### config.mk
export PLATFORM = sky130hd
export DESIGN_NAME = e1_local_loopback_and_rx_store_control
export DESIGN_NICKNAME = d
export VERILOG_FILES = /design/src/shared/e1_ctl_pkg.sv /design/src/rtl/rx_slip_store.sv /design/src/rtl/e1_local_loopback_and_rx_store_control.sv
export SDC_FILE = /design/constraint.sdc
export NUM_CORES = 1
export LEC_CHECK = 0
export BUFFER_PORTS_ARGS = -buffer_cell sky130_fd_sc_hd__clkbuf_2
export CORE_MARGIN = 2
export CORE_UTILIZATION = 61
export CTS_BUF_LIST = sky130_fd_sc_hd__clkbuf_8
export CTS_CLUSTER_DIAMETER = 150
export DETAILED_ROUTE_END_ITERATION = 8
export GPL_ROUTABILITY_DRIVEN = 0
export PLACE_DENSITY_LB_ADDON = 0.3
export SLEW_MARGIN = 15
export SYNTH_ARGS = -nofsm -noshare
export SYNTH_HDL_FRONTEND = slang
export SYNTH_SLANG_ARGS = --single-unit
### constraint.sdc
create_clock -name sys_clk -period 23.4 [get_ports sys_clk]
set_clock_uncertainty 0.2 [all_clocks]
set_input_delay 3.51 -clock sys_clk [delete_from_list [all_inputs] [get_ports sys_clk]]
set_output_delay 3.51 -clock sys_clk [all_outputs]
set_load 0.01 [all_outputs]
### src/shared/e1_ctl_pkg.sv
// Shared constants and types for the E1 loopback and receive store control
package e1_ctl_pkg;

	// ------------------------------------------------------------------
	// Host port
	// ------------------------------------------------------------------
	localparam int ADDR_W = 8;
	localparam int DATA_W = 8;

	typedef struct packed {
		logic [ADDR_W-1:0] addr;
		logic [DATA_W-1:0] wdata;
		logic              wr;
		logic              rd;
	} host_req_t;

	localparam logic [ADDR_W-1:0] OFS_LOOP_CTRL = 8'h14;
	localparam logic [ADDR_W-1:0] OFS_CTRL_FOUR = 8'h15;
	localparam logic [ADDR_W-1:0] OFS_STATUS    = 8'h40;
	localparam logic [ADDR_W-1:0] OFS_MONITOR   = 8'h41;

	localparam logic [DATA_W-1:0] LOOP_CTRL_RESET = 8'h00;
	localparam logic [DATA_W-1:0] CTRL_FOUR_RESET = 8'h00;
	localparam logic [DATA_W-1:0] READ_ZERO       = 8'h00;

	// ------------------------------------------------------------------
	// Field positions
	// ------------------------------------------------------------------
	localparam int BIT_LOOP      = 6;
	localparam int BIT_LI_RST    = 7;
	localparam int BIT_ALIGN     = 6;
	localparam int BIT_DEPTH_RST = 5;
	localparam int MON_SEL_MSB   = 4;
	localparam int MON_SEL_LSB   = 0;
	localparam int MON_SEL_W     = MON_SEL_MSB - MON_SEL_LSB + 1;
	localparam int ST_LOCKED     = 0;
	localparam int ST_LOOP       = 1;
	localparam int ST_SEP_OK     = 2;
	localparam int ST_FLUSHING   = 3;
	localparam int ST_JA_FULL    = 4;

	// ------------------------------------------------------------------
	// Line, store and recovery sizing
	// ------------------------------------------------------------------
	typedef struct packed {
		logic pos;
		logic neg;
	} line_pair_t;

	localparam int FRAME_BITS   = 256;
	localparam int STORE_FRAMES = 2;
	localparam int SLOT_BITS    = 8;
	localparam int SYNC_STAGES  = 3;
	localparam int JA_DEPTH     = 16;
	localparam int LOCK_MARKS   = 8;

	typedef enum logic [1:0] {
		REC_RESET = 2'b00,
		REC_HUNT  = 2'b01,
		REC_LOCK  = 2'b10
	} rec_state_t;

endpackage : e1_ctl_pkg

### src/rtl/rx_slip_store.sv
// Receive elastic store with align and depth reset
`timescale 1ns/1ps
module rx_slip_store #(
	parameter int DEPTH = e1_ctl_pkg::FRAME_BITS * e1_ctl_pkg::STORE_FRAMES,
	parameter int FRAME = e1_ctl_pkg::FRAME_BITS
) (
	input  wire logic                     sys_clk,
	input  wire logic                     reset,
	input  wire logic                     wr_en,
	input  wire logic                     wr_bit,
	input  wire logic                     rd_en,
	input  wire logic                     align_req,
	input  wire logic                     depth_rst_req,
	output logic                          rd_bit,
	output logic                          rd_valid,
	output logic [$clog2(DEPTH)-1:0]      rd_pos,
	output logic                          sep_ok,
	output logic                          flushing
);
	localparam int PW = $clog2(DEPTH);
	localparam logic [PW-1:0] HALF_P  = PW'(FRAME / 2);
	localparam logic [PW-1:0] FRAME_P = PW'(FRAME);

	logic          mem [DEPTH];
	logic [PW-1:0] wr_ptr;
	logic [PW-1:0] rd_ptr;
	logic [PW-1:0] sep;
	logic [PW-1:0] flush_left;
	logic [PW-1:0] next_wr_ptr;
	logic [PW-1:0] next_rd_ptr;
	logic [PW-1:0] next_flush_left;
	logic [PW-1:0] next_rd_pos;
	logic          next_rd_bit;
	logic          next_rd_valid;

	assign sep      = wr_ptr - rd_ptr;
	assign sep_ok   = (sep >= HALF_P);
	assign flushing = (flush_left != '0);

	// ------------------------------------------------------------------
	// Pointer control
	// ------------------------------------------------------------------
	always_comb
	begin
		next_wr_ptr     = wr_en ? wr_ptr + 1'b1 : wr_ptr;
		next_rd_ptr     = rd_en ? rd_ptr + 1'b1 : rd_ptr;
		next_flush_left = flush_left;
		next_rd_bit     = 1'b0;
		next_rd_valid   = 1'b0;
		next_rd_pos     = rd_pos;
		if (rd_en)
		begin
			next_rd_pos = rd_ptr;
			// Stale bits left over by a depth reset are dropped
			if (flush_left != '0)
				next_flush_left = flush_left - 1'b1;
			else
			begin
				next_rd_bit   = mem[rd_ptr];
				next_rd_valid = 1'b1;
			end
		end
		// Depth reset outranks align; depth reset always, and align only under half a frame of separation, set the read pointer back from the write pointer
		if (depth_rst_req)
		begin
			next_rd_ptr     = next_wr_ptr - FRAME_P;
			next_flush_left = FRAME_P;
			next_rd_bit     = 1'b0;
			next_rd_valid   = 1'b0;
		end
		else if (align_req && (sep < HALF_P))
			next_rd_ptr = next_wr_ptr - HALF_P;
	end

	always_ff @(posedge sys_clk)
	begin
		if (reset)
		begin
			wr_ptr     <= '0;
			rd_ptr     <= '0;
			flush_left <= '0;
			rd_bit     <= 1'b0;
			rd_valid   <= 1'b0;
			rd_pos     <= '0;
		end
		else
		begin
			wr_ptr     <= next_wr_ptr;
			rd_ptr     <= next_rd_ptr;
			flush_left <= next_flush_left;
			rd_bit     <= next_rd_bit;
			rd_valid   <= next_rd_valid;
			rd_pos     <= next_rd_pos;
		end
	end

	always_ff @(posedge sys_clk)
	begin
		if (wr_en)
			mem[wr_ptr] <= wr_bit;
	end

	// ------------------------------------------------------------------
	// Checks
	// ------------------------------------------------------------------
	a_align_sets_half: assert property (@(posedge sys_clk) disable iff (reset)
		(align_req && !depth_rst_req && sep < HALF_P) |=> sep == HALF_P)
		else $error("align did not set half frame separation");
	a_align_no_action: assert property (@(posedge sys_clk) disable iff (reset)
		(align_req && !depth_rst_req && sep >= HALF_P)
		|=> (rd_ptr - $past(rd_ptr)) == PW'($past(rd_en)))
		else $error("align moved read pointer with enough separation");
	a_depth_one_frame: assert property (@(posedge sys_clk) disable iff (reset)
		depth_rst_req |=> sep == FRAME_P)
		else $error("depth reset did not give one frame");
	a_reset_discards: assert property (@(posedge sys_clk) disable iff (reset)
		depth_rst_req |=> (!rd_valid && flushing) ##1 !rd_valid)
		else $error("stale data delivered after depth reset");

endmodule : rx_slip_store

### src/rtl/e1_local_loopback_and_rx_store_control.sv
// Local loopback, common control register four and receive store control
`timescale 1ns/1ps
module e1_local_loopback_and_rx_store_control #(
	parameter int JA_DEPTH   = e1_ctl_pkg::JA_DEPTH,
	parameter int LOCK_MARKS = e1_ctl_pkg::LOCK_MARKS
) (
	input  wire logic                            sys_clk,
	input  wire logic                            reset,
	input  wire e1_ctl_pkg::host_req_t           host_req,
	output logic [e1_ctl_pkg::DATA_W-1:0]        host_rdata,
	input  wire e1_ctl_pkg::line_pair_t          tx_data,
	output e1_ctl_pkg::line_pair_t               line_tx,
	input  wire logic                            line_rx_pos,
	input  wire logic                            line_rx_neg,
	input  wire logic                            rx_bit_strobe,
	input  wire logic                            bp_bit_strobe,
	output logic                                 rx_bp_data,
	output logic                                 rx_bp_valid,
	output logic [e1_ctl_pkg::DATA_W-1:0]        rx_monitor_byte
);
	localparam int STORE_DEPTH = e1_ctl_pkg::FRAME_BITS
		* e1_ctl_pkg::STORE_FRAMES;
	localparam int PW   = $clog2(STORE_DEPTH);
	localparam int FW   = $clog2(JA_DEPTH + 1);
	localparam int LW   = $clog2(LOCK_MARKS + 1);
	localparam int BIW  = $clog2(e1_ctl_pkg::SLOT_BITS);
	localparam int SW   = e1_ctl_pkg::SYNC_STAGES;
	localparam logic [FW-1:0]  JA_FULL_P  = FW'(JA_DEPTH);
	localparam logic [LW-1:0]  LOCK_P     = LW'(LOCK_MARKS);
	localparam logic [BIW-1:0] LAST_BIT_P = BIW'(e1_ctl_pkg::SLOT_BITS - 1);

	// Channel number of a store position
	function automatic logic [e1_ctl_pkg::MON_SEL_W-1:0] chan_of(
		input logic [PW-1:0] pos);
		chan_of = e1_ctl_pkg::MON_SEL_W'(
			(int'(pos) % e1_ctl_pkg::FRAME_BITS) / e1_ctl_pkg::SLOT_BITS);
	endfunction : chan_of

	// Bit index of a store position inside its time slot
	function automatic logic [BIW-1:0] bit_of(input logic [PW-1:0] pos);
		bit_of = BIW'(int'(pos) % e1_ctl_pkg::SLOT_BITS);
	endfunction : bit_of

	// ------------------------------------------------------------------
	// Host registers
	// ------------------------------------------------------------------
	logic [e1_ctl_pkg::DATA_W-1:0] loop_ctrl;
	logic [e1_ctl_pkg::DATA_W-1:0] common_control_four;
	logic [e1_ctl_pkg::DATA_W-1:0] next_loop_ctrl;
	logic [e1_ctl_pkg::DATA_W-1:0] next_control_four;
	logic [e1_ctl_pkg::DATA_W-1:0] next_rdata;
	logic [e1_ctl_pkg::DATA_W-1:0] status;
	logic                          ctrl_four_wr;
	logic                          li_pulse;
	logic                          align_pulse;
	logic                          depth_pulse;
	logic                          next_li_pulse;
	logic                          next_align_pulse;
	logic                          next_depth_pulse;
	logic                          near_end_loopback;
	logic [e1_ctl_pkg::MON_SEL_W-1:0] rx_monitor_sel;

	assign near_end_loopback = loop_ctrl[e1_ctl_pkg::BIT_LOOP];
	assign rx_monitor_sel = common_control_four[e1_ctl_pkg::MON_SEL_MSB:
		e1_ctl_pkg::MON_SEL_LSB];
	assign ctrl_four_wr = host_req.wr
		&& (host_req.addr == e1_ctl_pkg::OFS_CTRL_FOUR);

	always_comb
	begin
		next_loop_ctrl    = loop_ctrl;
		next_control_four = common_control_four;
		next_rdata        = e1_ctl_pkg::READ_ZERO;
		if (host_req.wr && host_req.addr == e1_ctl_pkg::OFS_LOOP_CTRL)
			next_loop_ctrl = host_req.wdata;
		if (ctrl_four_wr)
			next_control_four = host_req.wdata;
		// Edge taken against the stored copy, so 1 over 1 is quiet
		next_li_pulse = ctrl_four_wr
			&& host_req.wdata[e1_ctl_pkg::BIT_LI_RST]
			&& !common_control_four[e1_ctl_pkg::BIT_LI_RST];
		next_align_pulse = ctrl_four_wr
			&& host_req.wdata[e1_ctl_pkg::BIT_ALIGN]
			&& !common_control_four[e1_ctl_pkg::BIT_ALIGN];
		next_depth_pulse = ctrl_four_wr
			&& host_req.wdata[e1_ctl_pkg::BIT_DEPTH_RST]
			&& !common_control_four[e1_ctl_pkg::BIT_DEPTH_RST];
		if (host_req.rd)
		begin
			case (host_req.addr)
				e1_ctl_pkg::OFS_LOOP_CTRL: next_rdata = loop_ctrl;
				e1_ctl_pkg::OFS_CTRL_FOUR: next_rdata = common_control_four;
				e1_ctl_pkg::OFS_STATUS:    next_rdata = status;
				e1_ctl_pkg::OFS_MONITOR:   next_rdata = rx_monitor_byte;
				default:                   next_rdata = e1_ctl_pkg::READ_ZERO;
			endcase
		end
	end

	always_ff @(posedge sys_clk)
	begin
		if (reset)
		begin
			loop_ctrl           <= e1_ctl_pkg::LOOP_CTRL_RESET;
			common_control_four <= e1_ctl_pkg::CTRL_FOUR_RESET;
			host_rdata          <= e1_ctl_pkg::READ_ZERO;
			li_pulse            <= 1'b0;
			align_pulse         <= 1'b0;
			depth_pulse         <= 1'b0;
		end
		else
		begin
			loop_ctrl           <= next_loop_ctrl;
			common_control_four <= next_control_four;
			host_rdata          <= next_rdata;
			li_pulse            <= next_li_pulse;
			align_pulse         <= next_align_pulse;
			depth_pulse         <= next_depth_pulse;
		end
	end

	// ------------------------------------------------------------------
	// Line input synchroniser and transmit path
	// ------------------------------------------------------------------
	logic [SW-1:0]          rx_pos_sync;
	logic [SW-1:0]          rx_neg_sync;
	e1_ctl_pkg::line_pair_t line_clean;
	e1_ctl_pkg::line_pair_t next_line_clean;

	// A level counts only once the two last stages agree
	always_comb
	begin
		next_line_clean = line_clean;
		if (rx_pos_sync[SW-1] == rx_pos_sync[SW-2])
			next_line_clean.pos = rx_pos_sync[SW-1];
		if (rx_neg_sync[SW-1] == rx_neg_sync[SW-2])
			next_line_clean.neg = rx_neg_sync[SW-1];
	end

	always_ff @(posedge sys_clk)
	begin
		if (reset)
		begin
			rx_pos_sync <= '0;
			rx_neg_sync <= '0;
			line_clean  <= '0;
			line_tx     <= '0;
		end
		else
		begin
			rx_pos_sync <= {rx_pos_sync[SW-2:0], line_rx_pos};
			rx_neg_sync <= {rx_neg_sync[SW-2:0], line_rx_neg};
			line_clean  <= next_line_clean;
			line_tx     <= tx_data;
		end
	end

	// ------------------------------------------------------------------
	// Jitter attenuator and receive source select
	// ------------------------------------------------------------------
	e1_ctl_pkg::line_pair_t ja_mem      [JA_DEPTH];
	e1_ctl_pkg::line_pair_t next_ja_mem [JA_DEPTH];
	e1_ctl_pkg::line_pair_t ja_out;
	e1_ctl_pkg::line_pair_t rx_src;
	logic [FW-1:0]          ja_fill;
	logic [FW-1:0]          next_ja_fill;
	logic                   ja_full;

	assign ja_out  = ja_mem[JA_DEPTH-1];
	assign ja_full = (ja_fill == JA_FULL_P);
	// Looped data comes off the attenuator, never the line pins
	assign rx_src  = near_end_loopback ? ja_out : line_clean;

	always_comb
	begin
		next_ja_mem[0] = line_tx;
		for (int i = 1; i < JA_DEPTH; i++)
			next_ja_mem[i] = ja_mem[i-1];
		next_ja_fill = ja_full ? ja_fill : ja_fill + 1'b1;
		if (li_pulse)
		begin
			for (int i = 0; i < JA_DEPTH; i++)
				next_ja_mem[i] = '0;
			next_ja_fill = '0;
		end
	end

	always_ff @(posedge sys_clk)
	begin
		if (reset)
		begin
			for (int i = 0; i < JA_DEPTH; i++)
				ja_mem[i] <= '0;
			ja_fill <= '0;
		end
		else
		begin
			ja_mem  <= next_ja_mem;
			ja_fill <= next_ja_fill;
		end
	end

	// ------------------------------------------------------------------
	// Clock recovery state machine
	// ------------------------------------------------------------------
	e1_ctl_pkg::rec_state_t rec_state;
	e1_ctl_pkg::rec_state_t next_rec_state;
	logic [LW-1:0]          mark_count;
	logic [LW-1:0]          next_mark_count;
	logic                   rx_mark;

	assign rx_mark = rx_src.pos | rx_src.neg;

	always_comb
	begin
		next_rec_state  = rec_state;
		next_mark_count = mark_count;
		case (rec_state)
			e1_ctl_pkg::REC_RESET:
			begin
				next_mark_count = '0;
				next_rec_state  = e1_ctl_pkg::REC_HUNT;
			end
			e1_ctl_pkg::REC_HUNT:
			begin
				if (rx_bit_strobe && rx_mark)
					next_mark_count = mark_count + 1'b1;
				if (mark_count == LOCK_P)
					next_rec_state = e1_ctl_pkg::REC_LOCK;
			end
			e1_ctl_pkg::REC_LOCK: next_rec_state = e1_ctl_pkg::REC_LOCK;
			default:              next_rec_state = e1_ctl_pkg::REC_RESET;
		endcase
		if (li_pulse)
		begin
			next_rec_state  = e1_ctl_pkg::REC_RESET;
			next_mark_count = '0;
		end
	end

	always_ff @(posedge sys_clk)
	begin
		if (reset)
		begin
			rec_state  <= e1_ctl_pkg::REC_RESET;
			mark_count <= '0;
		end
		else
		begin
			rec_state  <= next_rec_state;
			mark_count <= next_mark_count;
		end
	end

	// ------------------------------------------------------------------
	// Elastic store and channel monitor
	// ------------------------------------------------------------------
	logic [PW-1:0] rd_pos;
	logic          sep_ok;
	logic          flushing;
	// Seven earlier bits of the slot; the eighth completes the byte
	logic [e1_ctl_pkg::DATA_W-2:0] mon_shift;
	logic [e1_ctl_pkg::DATA_W-2:0] next_mon_shift;
	logic [e1_ctl_pkg::DATA_W-1:0] next_monitor;
	logic          mon_hit;

	rx_slip_store #(
		.DEPTH (STORE_DEPTH),
		.FRAME (e1_ctl_pkg::FRAME_BITS)
	) u_store (
		.sys_clk       (sys_clk),
		.reset         (reset),
		.wr_en         (rx_bit_strobe),
		.wr_bit        (rx_mark),
		.rd_en         (bp_bit_strobe),
		.align_req     (align_pulse),
		.depth_rst_req (depth_pulse),
		.rd_bit        (rx_bp_data),
		.rd_valid      (rx_bp_valid),
		.rd_pos        (rd_pos),
		.sep_ok        (sep_ok),
		.flushing      (flushing)
	);

	assign mon_hit = rx_bp_valid && (chan_of(rd_pos) == rx_monitor_sel);

	always_comb
	begin
		next_mon_shift = mon_shift;
		next_monitor   = rx_monitor_byte;
		if (mon_hit)
		begin
			next_mon_shift = {mon_shift[e1_ctl_pkg::DATA_W-3:0],
				rx_bp_data};
			if (bit_of(rd_pos) == LAST_BIT_P)
				next_monitor = {mon_shift, rx_bp_data};
		end
	end

	always_ff @(posedge sys_clk)
	begin
		if (reset)
		begin
			mon_shift       <= '0;
			rx_monitor_byte <= e1_ctl_pkg::READ_ZERO;
		end
		else
		begin
			mon_shift       <= next_mon_shift;
			rx_monitor_byte <= next_monitor;
		end
	end

	always_comb
	begin
		status = e1_ctl_pkg::READ_ZERO;
		status[e1_ctl_pkg::ST_LOCKED]   = (rec_state == e1_ctl_pkg::REC_LOCK);
		status[e1_ctl_pkg::ST_LOOP]     = near_end_loopback;
		status[e1_ctl_pkg::ST_SEP_OK]   = sep_ok;
		status[e1_ctl_pkg::ST_FLUSHING] = flushing;
		status[e1_ctl_pkg::ST_JA_FULL]  = ja_full;
	end

	// ------------------------------------------------------------------
	// Checks
	// ------------------------------------------------------------------
	a_tx_passes_through: assert property (@(posedge sys_clk) disable iff (reset)
		!$past(reset) |-> line_tx == $past(tx_data))
		else $error("transmit data altered on the line");
	a_loop_uses_tx: assert property (@(posedge sys_clk) disable iff (reset)
		(near_end_loopback && ja_full) |-> rx_src == $past(line_tx, JA_DEPTH))
		else $error("looped data not delayed transmit data");
	a_line_when_normal: assert property (@(posedge sys_clk) disable iff (reset)
		!near_end_loopback |-> rx_src == line_clean)
		else $error("line input not used outside loopback");
	a_li_reset_acts: assert property (@(posedge sys_clk) disable iff (reset)
		(ctrl_four_wr && host_req.wdata[e1_ctl_pkg::BIT_LI_RST]
		&& !common_control_four[e1_ctl_pkg::BIT_LI_RST])
		|=> ##1 (rec_state == e1_ctl_pkg::REC_RESET && ja_fill == '0))
		else $error("line reset did not clear recovery");
	a_trigger_edge_only: assert property (@(posedge sys_clk) disable iff (reset)
		(ctrl_four_wr && common_control_four[e1_ctl_pkg::BIT_ALIGN])
		|=> !align_pulse)
		else $error("align fired on a rewrite of one");
	a_monitor_loads: assert property (@(posedge sys_clk) disable iff (reset)
		(mon_hit && bit_of(rd_pos) == LAST_BIT_P)
		|=> rx_monitor_byte == {$past(mon_shift), $past(rx_bp_data)})
		else $error("monitor byte not loaded from selected channel");

endmodule : e1_local_loopback_and_rx_store_control

==> impl_results.md <==
* Status: finished clean
* Yosys reg bits at 644
* CTS tree: built
* Clk sinks at 644
* Yosys warns at 0
* Vias in the first global route at 17100
* Commonest cells in the netlist: nor2_1, edfxtp_1, dfxtp_1
* Reg2Reg Depth at 9
* Share of cells above drive strength 1 at 0.161
* WL final at 63600 microns
* Vias per inst at 6.16
* Worst Hold Class: flip-flop to flip-flop
* Final Hold Fails at 0
* FF-to-FF setup slack at 19.15 ns
* Crit share post-route at 0.254
* H-tree levels at 3
* Root Driver: clkbuf_8
* Gr ovfl total at 0
* Area Growth Syn to Fin at 8.48%
* Hold buffers post-CTS at 0
* Starting Density at 0.616
* Die H at 218 microns
* Syn Nets at 2149
* Levels on crit path at 8
* Final worst slack at 17.46 ns
* R2r startpoint: u_store.rd_ptr[5]$_SDFFE_PP0P_
* Synth Area per Inst at 13.2 sq um
* Post-route ant nets at 0
* Slowest CP cell: nand4_1
* Worst setup SP type: input port
* Die footprint at 47300 sq um
* Cell family with most CP delay: simple AND/OR/NAND/NOR gates
* PortBufs at 45
* Peak VDD IR at 0.0425 mV
* ANT cells at 0
* 1st-pass router iterations at 7
* Worst-Skew Late Latency at 0.68 ns
* CP max stage delay at 0.83 ns
* Setup TNS at 0 ns
* Pwr dens at 76.0 nW/um^2
* Hold_ws at 0.223 ns
* Syn Inst Count at 2100
* Bufs on Longest Clock Path at 3
* Iteration-0 DRC Markers at 2227
* Post-CTS Resized at 0
* Leakage at 9.18 nW
* Most numerous cell in the Yosys netlist: nor2_1
* Number of fill cells at 3202
* Peak fanout along the critical path at 23
* I/O pin count at 46
* Register area share after synthesis at 0.648
* Core Area at 45200 sq um
* Crit path capture type: flip-flop
* Initial antenna violation count at 0
* WL/cell at 22.7 microns
* RR Endpoint: u_store.rd_ptr[5]$_SDFFE_PP0P_
* Num CTS Buffers at 102
* Global-route wire length before repair at 97900 microns
* Max Freq at 168 MHz
* WP data arrival at 6.28 ns
* Setup crit end: u_store.rd_ptr[8]$_SDFFE_PP0P_
* Drc violations at 0
* Top cell type's share of synthesized area at 0.553
* CP required at 23.73 ns
* Clk slew on worst S/H paths at 0.06 ns
* Distinct cells, synth at 68
* Final min period at 5.94 ns
* RSZ-0062 raised after global routing: no
* Row count at 78
* Slew @ Worst Pin at 1.22 ns
* Max-slew violations at 0
* EDFF count, synth at 512
* Mapped Area at 27800 sq um
* CP startpoint: rx_bit_strobe
* Pin count of the biggest net entering global routing at 148
* Buffers and inverters on the worst path at 2
* Post-synth top flop: edfxtp_1
* Crit-path cells: clkbuf_2, nand4_1, buf_4, nor3_1, xnor2_1, and2_1, o2111ai_1, a31oi_1
* Ys async rst share at 0
* Synth area leader: edfxtp_1
* DP HPWL at 35000 microns
* Fin nets at 2170
* Worst slew margin at 0.186
* CP Class: input port to flip-flop
* Post-CTS Setup Inserts at 0
* Max-Cap Viols at 0
* DIE WIDTH at 218 microns
* Via count at 17300
* Ranking of synthesized cells by area: edfxtp_1, dfxtp_1, mux4_2
* Total global routing track utilization at 0.276
* Pre-CTS WS at 16.82 ns
* Setup Viol. Count Final at 0
[metal layers]
layer / GRT usage / up-vias / routed length, microns
met5: 0 / - / 0
met1: 0.373 / 8534 / 24500
met3: 0.0630 / 156 / 6740
met2: 0.437 / 971 / 30200
met4: 0.118 / 0 / 2100
li1: - / 7618 / -
[registers in the layout, summed over array words and instances, names as in the netlist, 4 cells and up]
register and count:
host_rdata 8, ja_mem 32, common_control_four 8, mark_count 4, rx_monitor_byte 8, ja_fill 5
u_store.mem 512, u_store.rd_pos 8, u_store.wr_ptr 9, u_store.flush_left 9, mon_shift 7, loop_ctrl 8
u_store.rd_ptr 9
[where the power goes]
group / switching, mW / leakage [nW] / internal [mW]
combinational: 0.0831 / 2.82 / 0.0658
clock: 0.438 / 1.10 / 0.459
sequential: 0.0154 / 5.26 / 1.23
[final cells by class]
type | count | area (sq um) | share of cell area
sequential | 644 | 18000 | 0.597
multi-input combinational | 1271 | 8910 | 0.295
inverter | 22 | 82.6 | 0.00274
clock buffer | 111 | 1530 | 0.0506
tap | 600 | 751 | 0.0249
timing repair buffer | 80 | 492 | 0.0163
clock inverter | 76 | 379 | 0.0126
[layout by cell type (no fill, tap or decap), types with 5 or more instances in the layout]
| master | instances |
|---|---|
| a22oi_1 | 11 |
| xnor2_1 | 12 |
| nand4_1 | 11 |
| nor2_1 | 598 |
| and3_1 | 8 |
| nand2b_1 | 5 |
| a221oi_1 | 14 |
| mux2_2 | 12 |
| o22ai_1 | 5 |
| o21ai_0 | 16 |
| nor3_1 | 15 |
| inv_1 | 52 |
| nand3_2 | 12 |
| nor4_1 | 6 |
| mux2i_1 | 68 |
| and2_1 | 37 |
| edfxtp_1 | 512 |
| nor2b_1 | 20 |
| xor2_1 | 20 |
| clkinv_2 | 15 |
| ha_1 | 22 |
| nand2_1 | 120 |
| a21oi_1 | 40 |
| mux4_2 | 102 |
| a22o_1 | 7 |
| dfxtp_1 | 129 |
| clkbuf_8 | 111 |
| clkbuf_2 | 45 |
| clkinv_1 | 23 |
| buf_4 | 34 |
| nand3_1 | 20 |
| mux4_1 | 20 |
[worst reg2reg max path, delay by kind of cell, from the launching register on]
family                   cells  cell delay [ns]
AO/OA/AOI/OAI                6             1.76
adder cells (fa/ha/maj)      1             0.46
buffers and inverters        1             0.49
flip-flops                   1             0.83
multiplexers                 1             0.42
[worst min path at each step]
| stage | startpoint | to | cells past startpoint |
|---|---|---|---|
| 2_1_floorplan | ja_mem[2]$_SDFF_PP0_ | ja_mem[0]$_SDFF_PP0_ | 1 |
| 4_1_cts | ja_mem[16]$_SDFF_PP0_ | ja_mem[14]$_SDFF_PP0_ | 1 |
| 3_5_place_dp | ja_mem[5]$_SDFF_PP0_ | ja_mem[3]$_SDFF_PP0_ | 1 |
| 3_3_place_gp | ja_mem[15]$_SDFF_PP0_ | ja_mem[13]$_SDFF_PP0_ | 1 |
| 6_report | ja_mem[26]$_SDFF_PP0_ | ja_mem[24]$_SDFF_PP0_ | 1 |
| 5_1_grt | ja_mem[11]$_SDFF_PP0_ | ja_mem[9]$_SDFF_PP0_ | 1 |
[kinds of logic after synthesis]
kind of cell / count (synthesis) / synth area share
adders and majority gates: 23 / 0.0106
DFF: 644 / 0.648
AOI/OAI and AO/OA: 135 / 0.0334
and+or+nand+nor: 879 / 0.133
muxes: 202 / 0.131
buffers and inverters: 185 / 0.0347
xor gates and xnor gates: 32 / 0.0101
[stage by stage]
stage | cells | total power, mW | area (sq um) | util
after global routing | 2804 | 2.37 | 30200 | 0.668
after floorplan | 2100 | 1.39 | 27800 | -
after global placement | 2617 | 1.41 | 28300 | 0.625
final | 2804 | 2.29 | 30200 | 0.668
after CTS | 2804 | 2.31 | 30200 | 0.667
after detailed placement | 2617 | 1.42 | 28300 | 0.625
(Power assumes the default switching activity.)
